**src/mihu_consts.vh**
```
// constants for the interrupt and halt unit: register indices,
// field masks, reset values and vector nibbles.
// assumes a byte address of four times the register index.
`ifndef MIHU_CONSTS_VH
`define MIHU_CONSTS_VH

// ----------------------------------------------------------------
// register indices
// ----------------------------------------------------------------
`define MIHU_IDX_KEY_SEL 16'hff20
`define MIHU_IDX_CORE_STAT 16'hff30
`define MIHU_IDX_PT_MASK 16'hffe2
`define MIHU_IDX_SER_MASK 16'hffe3
`define MIHU_IDX_KEY_MASK 16'hffe4
`define MIHU_IDX_CT_MASK 16'hffe6
`define MIHU_IDX_SW_MASK 16'hffe7
`define MIHU_IDX_PT_PEND 16'hfff2
`define MIHU_IDX_SER_PEND 16'hfff3
`define MIHU_IDX_KEY_PEND 16'hfff4
`define MIHU_IDX_CT_PEND 16'hfff6
`define MIHU_IDX_SW_PEND 16'hfff7

// ----------------------------------------------------------------
// implemented bits per register
// ----------------------------------------------------------------
`define MIHU_PT_BITS 4'h3
`define MIHU_SER_BITS 4'h1
`define MIHU_KEY_BITS 4'h1
`define MIHU_CT_BITS 4'hf
`define MIHU_SW_BITS 4'h3

// ----------------------------------------------------------------
// reset values
// ----------------------------------------------------------------
`define MIHU_RST_MASK 10'h000
`define MIHU_RST_PEND 10'h000
`define MIHU_RST_KEY_SEL 4'h0

// ----------------------------------------------------------------
// vector low nibbles, high bits of the vector are fixed
// ----------------------------------------------------------------
`define MIHU_VEC_WDT 4'h0
`define MIHU_VEC_PT 4'h4
`define MIHU_VEC_SER 4'h6
`define MIHU_VEC_KEY 4'h8
`define MIHU_VEC_CT 4'hc
`define MIHU_VEC_SW 4'he

`endif

```
**src/mihu_edge.v**
```verilog
// edge detector bank for interrupt sources.
// assumes pin inputs need SYNC=1; same-clock levels use SYNC=0.
`timescale 1ns/1ps
module mihu_edge
#(
    parameter N = 4,
    parameter SYNC = 0,
    parameter FALL_ONLY = 1
)
(
    // clock and reset
    input wire clk_i,
    input wire rst_i,
    // levels in, pulses out
    input wire [N-1:0] level_i,
    output wire [N-1:0] pulse_o
);

    genvar g;
    generate
        for (g = 0; g < N; g = g + 1)
        begin : bit_g
            wire cur;
            reg prev_q;
            if (SYNC != 0)
            begin : sync_g
                reg s1_q;
                reg s2_q;
                always @(posedge clk_i)
                begin
                    if (rst_i)
                    begin
                        s1_q <= 1'b0;
                        s2_q <= 1'b0;
                    end
                    else
                    begin
                        s1_q <= level_i[g];
                        s2_q <= s1_q;
                    end
                end
                assign cur = s2_q;
            end
            else
            begin : nosync_g
                assign cur = level_i[g];
            end
            always @(posedge clk_i)
            begin
                if (rst_i)
                    prev_q <= 1'b0;
                else
                    prev_q <= cur;
            end
            if (FALL_ONLY != 0)
            begin : fall_g
                assign pulse_o[g] = prev_q & ~cur;
            end
            else
            begin : any_g
                assign pulse_o[g] = prev_q ^ cur;
            end
        end
    endgenerate

endmodule

```
**src/mihu_prio.v**
```verilog
// fixed priority encoder over the six vector groups.
// assumes req_i bit 5 is the watchdog, bit 0 the stopwatch.
`timescale 1ns/1ps
`include "mihu_consts.vh"
module mihu_prio
(
    // group requests
    input wire [5:0] req_i,
    // winner
    output reg valid_o,
    output reg [3:0] vec_o
);

    always @*
    begin
        valid_o = |req_i;
        if (req_i[5])
            vec_o = `MIHU_VEC_WDT;
        else if (req_i[4])
            vec_o = `MIHU_VEC_PT;
        else if (req_i[3])
            vec_o = `MIHU_VEC_SER;
        else if (req_i[2])
            vec_o = `MIHU_VEC_KEY;
        else if (req_i[1])
            vec_o = `MIHU_VEC_CT;
        else
            vec_o = `MIHU_VEC_SW;
    end

endmodule

```
**src/mihu_top.v**
```verilog
// interrupt and halt unit of a small 4-bit controller core.
// assumes a classic wishbone master and a cpu on the same clock.
//
// Functional notes
// RULE_01 - maskable source interrupts only if pending, enabled and global enable set
// RULE_02 - accepting an interrupt clears the global enable flag
// RULE_03 - watchdog request ignores global enable, has no mask or flag
// RULE_04 - after reset all interrupts blocked until both stack pointers written
// RULE_05 - writing one stack pointer blocks interrupts until the other is written
// RULE_06 - halt stops the cpu while oscillator and timers keep running
// RULE_07 - any hardware request, watchdog included, restarts a halted cpu; code wakes only on the watchdog or an unmasked pending flag
// RULE_08 - timer zero, serial done, key edge, tap falls, stopwatch ticks set flags
// RULE_09 - writing one to a pending bit clears it
// RULE_10 - reset clears every pending flag and every mask bit
// RULE_11 - a flag left set raises its interrupt again when re-enabled
// RULE_12 - mask bits read and write; one enables, zero masks
// RULE_13 - each mask bit gates the flag at the same bit position
// RULE_14 - entry saves flags, clears enable, cpu pushes pc, loads vector
// RULE_15 - priority watchdog, timers, serial, key, clock timer, stopwatch
// RULE_16 - only the four low vector bits are supplied
// RULE_17 - entry starts only after the current instruction completes
// RULE_18 - shared vectors: handler reads pending flags to find the source
//
// The implementer's own choice: the Wishbone slave port.
`timescale 1ns/1ps
`include "mihu_consts.vh"
module mihu_top
(
    // clock and reset
    input wire clk_i,
    input wire rst_i,
    // wishbone slave
    input wire wb_cyc_i,
    input wire wb_stb_i,
    input wire wb_we_i,
    input wire [17:0] wb_adr_i,
    input wire [3:0] wb_sel_i,
    input wire [31:0] wb_dat_i,
    output wire [31:0] wb_dat_o,
    output wire wb_ack_o,
    // event sources
    input wire [1:0] prog_timer_zero_i,
    input wire serial_done_i,
    input wire [3:0] key_input_pins_i,
    input wire [3:0] clk_tap_i,
    input wire [1:0] stopwatch_tick_i,
    input wire wdt_nmi_i,
    // cpu side
    input wire instr_end_i,
    input wire halt_exec_i,
    input wire ie_set_i,
    input wire ie_clr_i,
    input wire return_from_interrupt_i,
    input wire return_from_interrupt_flag_i,
    input wire stack_ptr_one_wr_i,
    input wire stack_ptr_two_wr_i,
    output wire int_take_o,
    output wire [3:0] vector_lo_o,
    output wire saved_ie_o,
    output wire ie_flag_o,
    output wire cpu_halted_o,
    // interrupt line
    output wire irq_o
);

    // ------------------------------------------------------------
    // decode
    // ------------------------------------------------------------
    function hit;
        input [17:0] adr;
        input [15:0] idx;
        begin
            hit = (adr[17:2] == idx) && (adr[1:0] == 2'b00);
        end
    endfunction

    reg ack_q;
    reg [31:0] dat_q;
    reg [9:0] mask_q;
    reg [9:0] mask_d;
    reg [9:0] pend_q;
    reg [9:0] pend_d;
    reg [3:0] key_sel_q;
    reg ie_q;
    reg ie_d;
    reg saved_ie_q;
    reg take_q;
    reg [3:0] vec_q;
    reg halted_q;
    reg nmi_q;
    reg sp_one_q;
    reg sp_two_q;
    reg irq_q;
    reg [31:0] rdat;

    wire acc;
    wire wr;
    wire [3:0] wd;
    wire [3:0] ct_fall;
    wire [3:0] key_edge;
    wire [9:0] set_ev;
    wire [9:0] live;
    wire sp_ok;
    wire [5:0] grp;
    wire win_valid;
    wire [3:0] win_vec;
    wire boundary;
    wire take;
    wire wake;

    assign acc = wb_cyc_i & wb_stb_i & ~ack_q;
    assign wr = acc & wb_we_i & wb_sel_i[0];
    assign wd = wb_dat_i[3:0];

    // ------------------------------------------------------------
    // event detection
    // ------------------------------------------------------------
    mihu_edge
    #(
        .N(4),
        .SYNC(0),
        .FALL_ONLY(1)
    )
    u_tap
    (
        .clk_i(clk_i),
        .rst_i(rst_i),
        .level_i(clk_tap_i),
        .pulse_o(ct_fall)
    );

    mihu_edge
    #(
        .N(4),
        .SYNC(1),
        .FALL_ONLY(0)
    )
    u_key
    (
        .clk_i(clk_i),
        .rst_i(rst_i),
        .level_i(key_input_pins_i),
        .pulse_o(key_edge)
    );

    // pending bit order: pt[1:0], ser, key, ct[7:4], sw[9:8]
    assign set_ev = {stopwatch_tick_i, ct_fall,
                     |(key_edge & key_sel_q), serial_done_i,
                     prog_timer_zero_i}; // RULE_08

    // ------------------------------------------------------------
    // mask and pending registers
    // ------------------------------------------------------------
    always @*
    begin
        mask_d = mask_q;
        pend_d = pend_q;
        if (wr)
        begin
            if (hit(wb_adr_i, `MIHU_IDX_PT_MASK))
                mask_d[1:0] = wd[1:0]; // RULE_12
            if (hit(wb_adr_i, `MIHU_IDX_SER_MASK))
                mask_d[2] = wd[0]; // RULE_12
            if (hit(wb_adr_i, `MIHU_IDX_KEY_MASK))
                mask_d[3] = wd[0]; // RULE_12
            if (hit(wb_adr_i, `MIHU_IDX_CT_MASK))
                mask_d[7:4] = wd; // RULE_12
            if (hit(wb_adr_i, `MIHU_IDX_SW_MASK))
                mask_d[9:8] = wd[1:0]; // RULE_12
            if (hit(wb_adr_i, `MIHU_IDX_PT_PEND))
                pend_d[1:0] = pend_d[1:0] & ~wd[1:0]; // RULE_09
            if (hit(wb_adr_i, `MIHU_IDX_SER_PEND))
                pend_d[2] = pend_d[2] & ~wd[0]; // RULE_09
            if (hit(wb_adr_i, `MIHU_IDX_KEY_PEND))
                pend_d[3] = pend_d[3] & ~wd[0]; // RULE_09
            if (hit(wb_adr_i, `MIHU_IDX_CT_PEND))
                pend_d[7:4] = pend_d[7:4] & ~wd; // RULE_09
            if (hit(wb_adr_i, `MIHU_IDX_SW_PEND))
                pend_d[9:8] = pend_d[9:8] & ~wd[1:0]; // RULE_09
        end
        // a new event wins over a clear in the same cycle
        pend_d = pend_d | set_ev; // RULE_08
    end

    always @(posedge clk_i)
    begin
        if (rst_i)
        begin
            mask_q <= `MIHU_RST_MASK; // RULE_10
            pend_q <= `MIHU_RST_PEND; // RULE_10
            key_sel_q <= `MIHU_RST_KEY_SEL;
        end
        else
        begin
            mask_q <= mask_d;
            pend_q <= pend_d;
            if (wr && hit(wb_adr_i, `MIHU_IDX_KEY_SEL))
                key_sel_q <= wd;
        end
    end

    assign live = pend_q & mask_q; // RULE_13

    // ------------------------------------------------------------
    // stack pointer interlock
    // ------------------------------------------------------------
    always @(posedge clk_i)
    begin
        if (rst_i)
        begin
            sp_one_q <= 1'b0; // RULE_04
            sp_two_q <= 1'b0; // RULE_04
        end
        else if (stack_ptr_one_wr_i || stack_ptr_two_wr_i)
        begin
            sp_one_q <= stack_ptr_one_wr_i |
                        (sp_one_q & ~sp_two_q); // RULE_05
            sp_two_q <= stack_ptr_two_wr_i |
                        (sp_two_q & ~sp_one_q); // RULE_05
        end
    end

    assign sp_ok = sp_one_q & sp_two_q; // RULE_04

    // ------------------------------------------------------------
    // arbitration
    // ------------------------------------------------------------
    assign grp[5] = nmi_q; // RULE_03
    assign grp[4] = ie_q & (|live[1:0]); // RULE_01
    assign grp[3] = ie_q & live[2]; // RULE_01
    assign grp[2] = ie_q & live[3]; // RULE_01
    assign grp[1] = ie_q & (|live[7:4]); // RULE_01
    assign grp[0] = ie_q & (|live[9:8]); // RULE_01

    mihu_prio u_prio
    (
        .req_i(grp),
        .valid_o(win_valid),
        .vec_o(win_vec)
    ); // RULE_15

    // a halted cpu sits between instructions
    assign boundary = instr_end_i | halted_q; // RULE_17
    // flags left set win again once enable returns
    assign take = sp_ok & win_valid & boundary & ~take_q; // RULE_11
    assign wake = sp_ok & (nmi_q | (|live)); // RULE_07

    // ------------------------------------------------------------
    // interrupt entry and halt
    // ------------------------------------------------------------
    always @*
    begin
        ie_d = ie_q;
        if (ie_set_i)
            ie_d = 1'b1;
        if (ie_clr_i)
            ie_d = 1'b0;
        if (return_from_interrupt_i)
            ie_d = return_from_interrupt_flag_i;
        if (take)
            ie_d = 1'b0; // RULE_02
    end

    always @(posedge clk_i)
    begin
        if (rst_i)
        begin
            ie_q <= 1'b0;
            saved_ie_q <= 1'b0;
            take_q <= 1'b0;
            vec_q <= `MIHU_VEC_WDT;
            halted_q <= 1'b0;
            nmi_q <= 1'b0;
        end
        else
        begin
            ie_q <= ie_d;
            take_q <= take;
            if (take)
            begin
                saved_ie_q <= ie_q; // RULE_14
                vec_q <= win_vec; // RULE_16
            end
            // watchdog request held until served
            if (wdt_nmi_i)
                nmi_q <= 1'b1; // RULE_03
            else if (take && (win_vec == `MIHU_VEC_WDT))
                nmi_q <= 1'b0;
            // halt only parks the cpu, clocks stay running
            if (wake)
                halted_q <= 1'b0; // RULE_07
            else if (halt_exec_i)
                halted_q <= 1'b1; // RULE_06
        end
    end

    // ------------------------------------------------------------
    // bus read and answer
    // ------------------------------------------------------------
    always @*
    begin
        rdat = 32'h0000_0000;
        if (hit(wb_adr_i, `MIHU_IDX_PT_MASK))
            rdat[3:0] = {2'b00, mask_q[1:0]} & `MIHU_PT_BITS;
        else if (hit(wb_adr_i, `MIHU_IDX_SER_MASK))
            rdat[3:0] = {3'b000, mask_q[2]} & `MIHU_SER_BITS;
        else if (hit(wb_adr_i, `MIHU_IDX_KEY_MASK))
            rdat[3:0] = {3'b000, mask_q[3]} & `MIHU_KEY_BITS;
        else if (hit(wb_adr_i, `MIHU_IDX_CT_MASK))
            rdat[3:0] = mask_q[7:4] & `MIHU_CT_BITS;
        else if (hit(wb_adr_i, `MIHU_IDX_SW_MASK))
            rdat[3:0] = {2'b00, mask_q[9:8]} & `MIHU_SW_BITS;
        else if (hit(wb_adr_i, `MIHU_IDX_PT_PEND))
            rdat[3:0] = {2'b00, pend_q[1:0]} & `MIHU_PT_BITS;
        else if (hit(wb_adr_i, `MIHU_IDX_SER_PEND))
            rdat[3:0] = {3'b000, pend_q[2]} & `MIHU_SER_BITS;
        else if (hit(wb_adr_i, `MIHU_IDX_KEY_PEND))
            rdat[3:0] = {3'b000, pend_q[3]} & `MIHU_KEY_BITS;
        else if (hit(wb_adr_i, `MIHU_IDX_CT_PEND))
            rdat[3:0] = pend_q[7:4] & `MIHU_CT_BITS;
        else if (hit(wb_adr_i, `MIHU_IDX_SW_PEND))
            rdat[3:0] = {2'b00, pend_q[9:8]} & `MIHU_SW_BITS;
        else if (hit(wb_adr_i, `MIHU_IDX_KEY_SEL))
            rdat[3:0] = key_sel_q;
        else if (hit(wb_adr_i, `MIHU_IDX_CORE_STAT))
            rdat[3:0] = {nmi_q, halted_q, sp_ok, ie_q};
    end

    always @(posedge clk_i)
    begin
        if (rst_i)
        begin
            ack_q <= 1'b0;
            dat_q <= 32'h0000_0000;
            irq_q <= 1'b0;
        end
        else
        begin
            ack_q <= acc;
            if (acc && !wb_we_i)
                dat_q <= rdat;
            irq_q <= |(pend_d & mask_d); // RULE_13
        end
    end

    // ------------------------------------------------------------
    // outputs
    // ------------------------------------------------------------
    assign wb_ack_o = ack_q;
    assign wb_dat_o = dat_q;
    assign int_take_o = take_q;
    assign vector_lo_o = vec_q;
    assign saved_ie_o = saved_ie_q;
    assign ie_flag_o = ie_q;
    assign cpu_halted_o = halted_q;
    assign irq_o = irq_q;

endmodule

```
**config.mk**
```make
export PLATFORM = sky130hd
export DESIGN_NAME = mihu_top
export DESIGN_NICKNAME = d
export VERILOG_FILES = /design/src/mihu_edge.v /design/src/mihu_prio.v /design/src/mihu_top.v
export VERILOG_INCLUDE_DIRS = /design/src
export SDC_FILE = /design/constraint.sdc
export NUM_CORES = 1
export LEC_CHECK = 0
export BUFFER_PORTS_ARGS = -buffer_cell sky130_fd_sc_hd__buf_2
export CAP_MARGIN = 20
export CORE_AREA = 2 2 86 88
export CTS_CLUSTER_DIAMETER = 60
export DETAILED_ROUTE_END_ITERATION = 7
export DIE_AREA = 0 0 88 90
export GPL_TIMING_DRIVEN = 0
export PLACE_DENSITY = 0.74
export SLEW_MARGIN = 25
export SYNTH_ARGS = -nofsm -noshare
export SYNTH_HDL_FRONTEND = slang
export SYNTH_SLANG_ARGS = --single-unit
```
**constraint.sdc**
```tcl
create_clock -name clk_i -period 1.7 [get_ports clk_i]
set_input_delay 0.085 -clock clk_i [delete_from_list [all_inputs] [get_ports clk_i]]
set_output_delay 0.085 -clock clk_i [all_outputs]
set_load 0.01 [all_outputs]
```
==> out/metrics.cfg <==
[layout]
fin_cells = 545
mostFrequentLayoutCell = buf_2
drive_above_1_share_pct = 31.39
syn_to_final_growth_pct = 30.26
seq_area_sq_um = 1127
fill_cells = 658
design_area_sq_um = 3797
antenna_cells = 0
final_nets = 526
final_cell_mix = 62 x buf_2, 51 x dfxtp_1, 42 x nor2_1
multi_input_area_sq_um = 1659

[grt]
grt_start_max_net_pins = 18
use_met2_pct = 32.70
antenna_found_initial = 0
grt_pass1_wl_microns = 12300
overflow = 0
top_usage_layer = met2
grt_pass1_vias = 2628
grt_usage_pct = 19.84
use_met3_pct = 3.949
grt_util_met1_pct = 25.19

[worst_setup_path]
cp.required_ps = 1870
start_kind = register
rrSetupSlack_ps = -250
worst-path-buf-inv = 2
arrival_ps = 2120
crit_chain = and3b_1 > clkbuf_8 > and2_4 > buf_6 > nand3_4 > mux2_4 > a2111oi_4 > a41oi_2
cpMaxStageDelayCell = a2111oi_4
max_stage_delay_ps = 350
end_kind = register
crit_type = reg2reg
rr_startpoint = wb_ack_o
cp-startpoint = wb_ack_o
cp_max_fo = 8
path_delay_family = compound AO/OA/AOI/OAI gates

[power]
p_leak_nw = 1.709
vdd_drop_max_v = 0.0003594
power.density_nw_per_um2 = 665.2

[route]
drt_iter0_markers = 230
ant_nets = 0
via_count = 2751
drc = 0
drt_wl_total_microns = 7882
viasPerCell = 5.048
drt_first_pass_iters = 4
wl_per_cell_microns = 14.46

[place]
io_buffer_count = 57
gp_congestion = 0.9832
place_inst = 516
dp_hpwl_microns = 5964
placed_area_sq_um = 3450
place_ws_ps = -461.6

[logic_synthesis]
synth_warnings = 0
synth_edf_count = 0
synthDistinctLibCells = 62
netlist_instances = 332
synthArstFlopShare_pct = 0
netlist.area_leader.share_pct = 38.45
netlist_area_sq_um = 2915
ys.flop_type = dfxtp_1
yosys-top-cells-area = dfxtp_1 38%, buf_4 7.5%, nor2_1 5.5%, mux2i_1 5.5%, nor2b_1 4.1%
yosysTopAreaCell = dfxtp_1
synth_seq_cells = 56
ys_seq_area_share_pct = 38.45
avgSynthCellArea_sq_um = 8.781

[clock_network]
root_buffer = clkbuf_8
clkSinkCount = 56
cts_buffers = 5
clockBufferDepth = 2
clkLatencyLatePin_ps = 310
cts_tree = done
path_clk_slew_ps = 100
htree_levels = 2

[timing]
clock.fmax_mhz = 512.5
layout_setup_ws_ps = -251.3
max-slew-margin-rel_pct = 43.33
holdWs_ps = 0.5820
finalSetupViolCount = 1
rsz0062_at_grt = true
tightest_slew_ps = 847.9
hold_viol = 0
period_share_pct = 114.8
min_period_ps = 1951
finalClockSkew_ps = 5.266
drv_slew = 0

[status]
status = complete, but fails checks
violations = setup timing

[run]
max_cap_violations = 0

[worst_hold_path]
min-delay-path-class = in2reg
min_from = clk_tap_i[3]

[floorplanning]
die_h_microns = 90
ios = 123
rows = 31
die-area_sq_um = 7920
initial_core_util_pct = 41.53
core_sq_um = 7020
die_x_microns = 88

==> cell type report <==
type                            count  share of cell area (%)
Clock buffer                        6                   1.911
Tap cell                           99                   3.262
Multi-Input combinational cell    255                   43.69
Inverter                            3                  0.2965
Clock inverter                      2                  0.3624
Buffer                             44                   7.842
Sequential cell                    56                   29.69
Timing Repair Buffer               80                   12.95
==> cell usage after synthesis, types with 3 or more instances <==
| cell type | instances |
|---|---|
| a311oi_1 | 4 |
| nand2b_1 | 6 |
| and3_1 | 3 |
| o22a_1 | 3 |
| xor2_1 | 4 |
| mux2i_1 | 16 |
| buf_2 | 6 |
| inv_1 | 3 |
| buf_4 | 29 |
| clkbuf_1 | 9 |
| nor2b_1 | 19 |
| nor3_1 | 6 |
| nand4_1 | 5 |
| nand2_1 | 14 |
| nand3_1 | 21 |
| o21ai_0 | 5 |
| nor4_1 | 3 |
| a22oi_1 | 8 |
| nor2_1 | 43 |
| dfxtp_1 | 56 |
| a21oi_1 | 19 |
==> sequential cells by signal, summed over array words and instances, names as in the netlist, 3 cells and up <==
register / cells
u_key.bit_g.cur: 4
pend_q: 10
key_sel_q: 4
wb_dat_o: 4
u_key.bit_g.prev_q: 4
u_tap.bit_g.prev_q: 4
vector_lo_o: 3
u_key.bit_g.sync_g.s1_q: 4
mask_q: 10
==> cell families after synthesis <==
group	after synthesis	synth area share, %
DFF	56	38.46
xor gates and xnor gates	4	1.202
other	1	0.1286
muxes	18	6.266
and+or+nand+nor	140	27.08
AOI/OAI and AO/OA	64	16.52
buffers and inverters	49	10.34
==> power by group <==
part | leakage, nW | total (W) | switching [W] | internal (W)
combinational | 1.20 | 0.000386 | 0.000199 | 0.000187
clock | 0.0456 | 0.000747 | 0.000451 | 0.000295
sequential | 0.461 | 0.00139 | 0.0000370 | 0.00136
==> per-stage QoR <==
| stage | TNS [ps] | total power, W | utilization (%) |
|---|---|---|---|
| 2_1_floorplan | -184.0 | 0.001640 | - |
| 3_3_place_gp | -4111 | 0.001758 | 49.14 |
| 3_5_place_dp | -4092 | 0.001766 | 49.14 |
| 4_1_cts | -239.4 | 0.002521 | 52.56 |
| 5_1_grt | -787.2 | 0.002641 | 54.09 |
| 6_report | -251.3 | 0.002526 | 54.09 |
==> metal layers <==
layer	wire length, microns	up-vias	share of wire [%]
li1	-	1371	-
met1	3283	1258	42
met2	3832	108	49
met3	613	14	7.8
met4	153	0	1.9
met5	0	-	0
==> worst min-delay path, stage by stage <==
cell and delay, ps:
buf_2 70, inv_1 40, nor2_1 80
==> path summary, 6_finish.rpt <==
| path | cells after the start | to |
|---|---|---|
| min reg2reg | 1 | u_key.bit_g[0].cur |
| max reg2reg | 8 | irq_o |
| min | 3 | u_tap.bit_g[3].prev_q |
| max | 8 | irq_o |
==> repair_timing <==
action,in CTS,in global routing
endpoints found under the setup margin,12,18
endpoints found under the hold margin,11,1
buffers inserted,4,7
hold buffers,11,1
cloned,0,0
pin swaps,3,9
resized for setup,4,16
(Power assumes the default switching activity.)
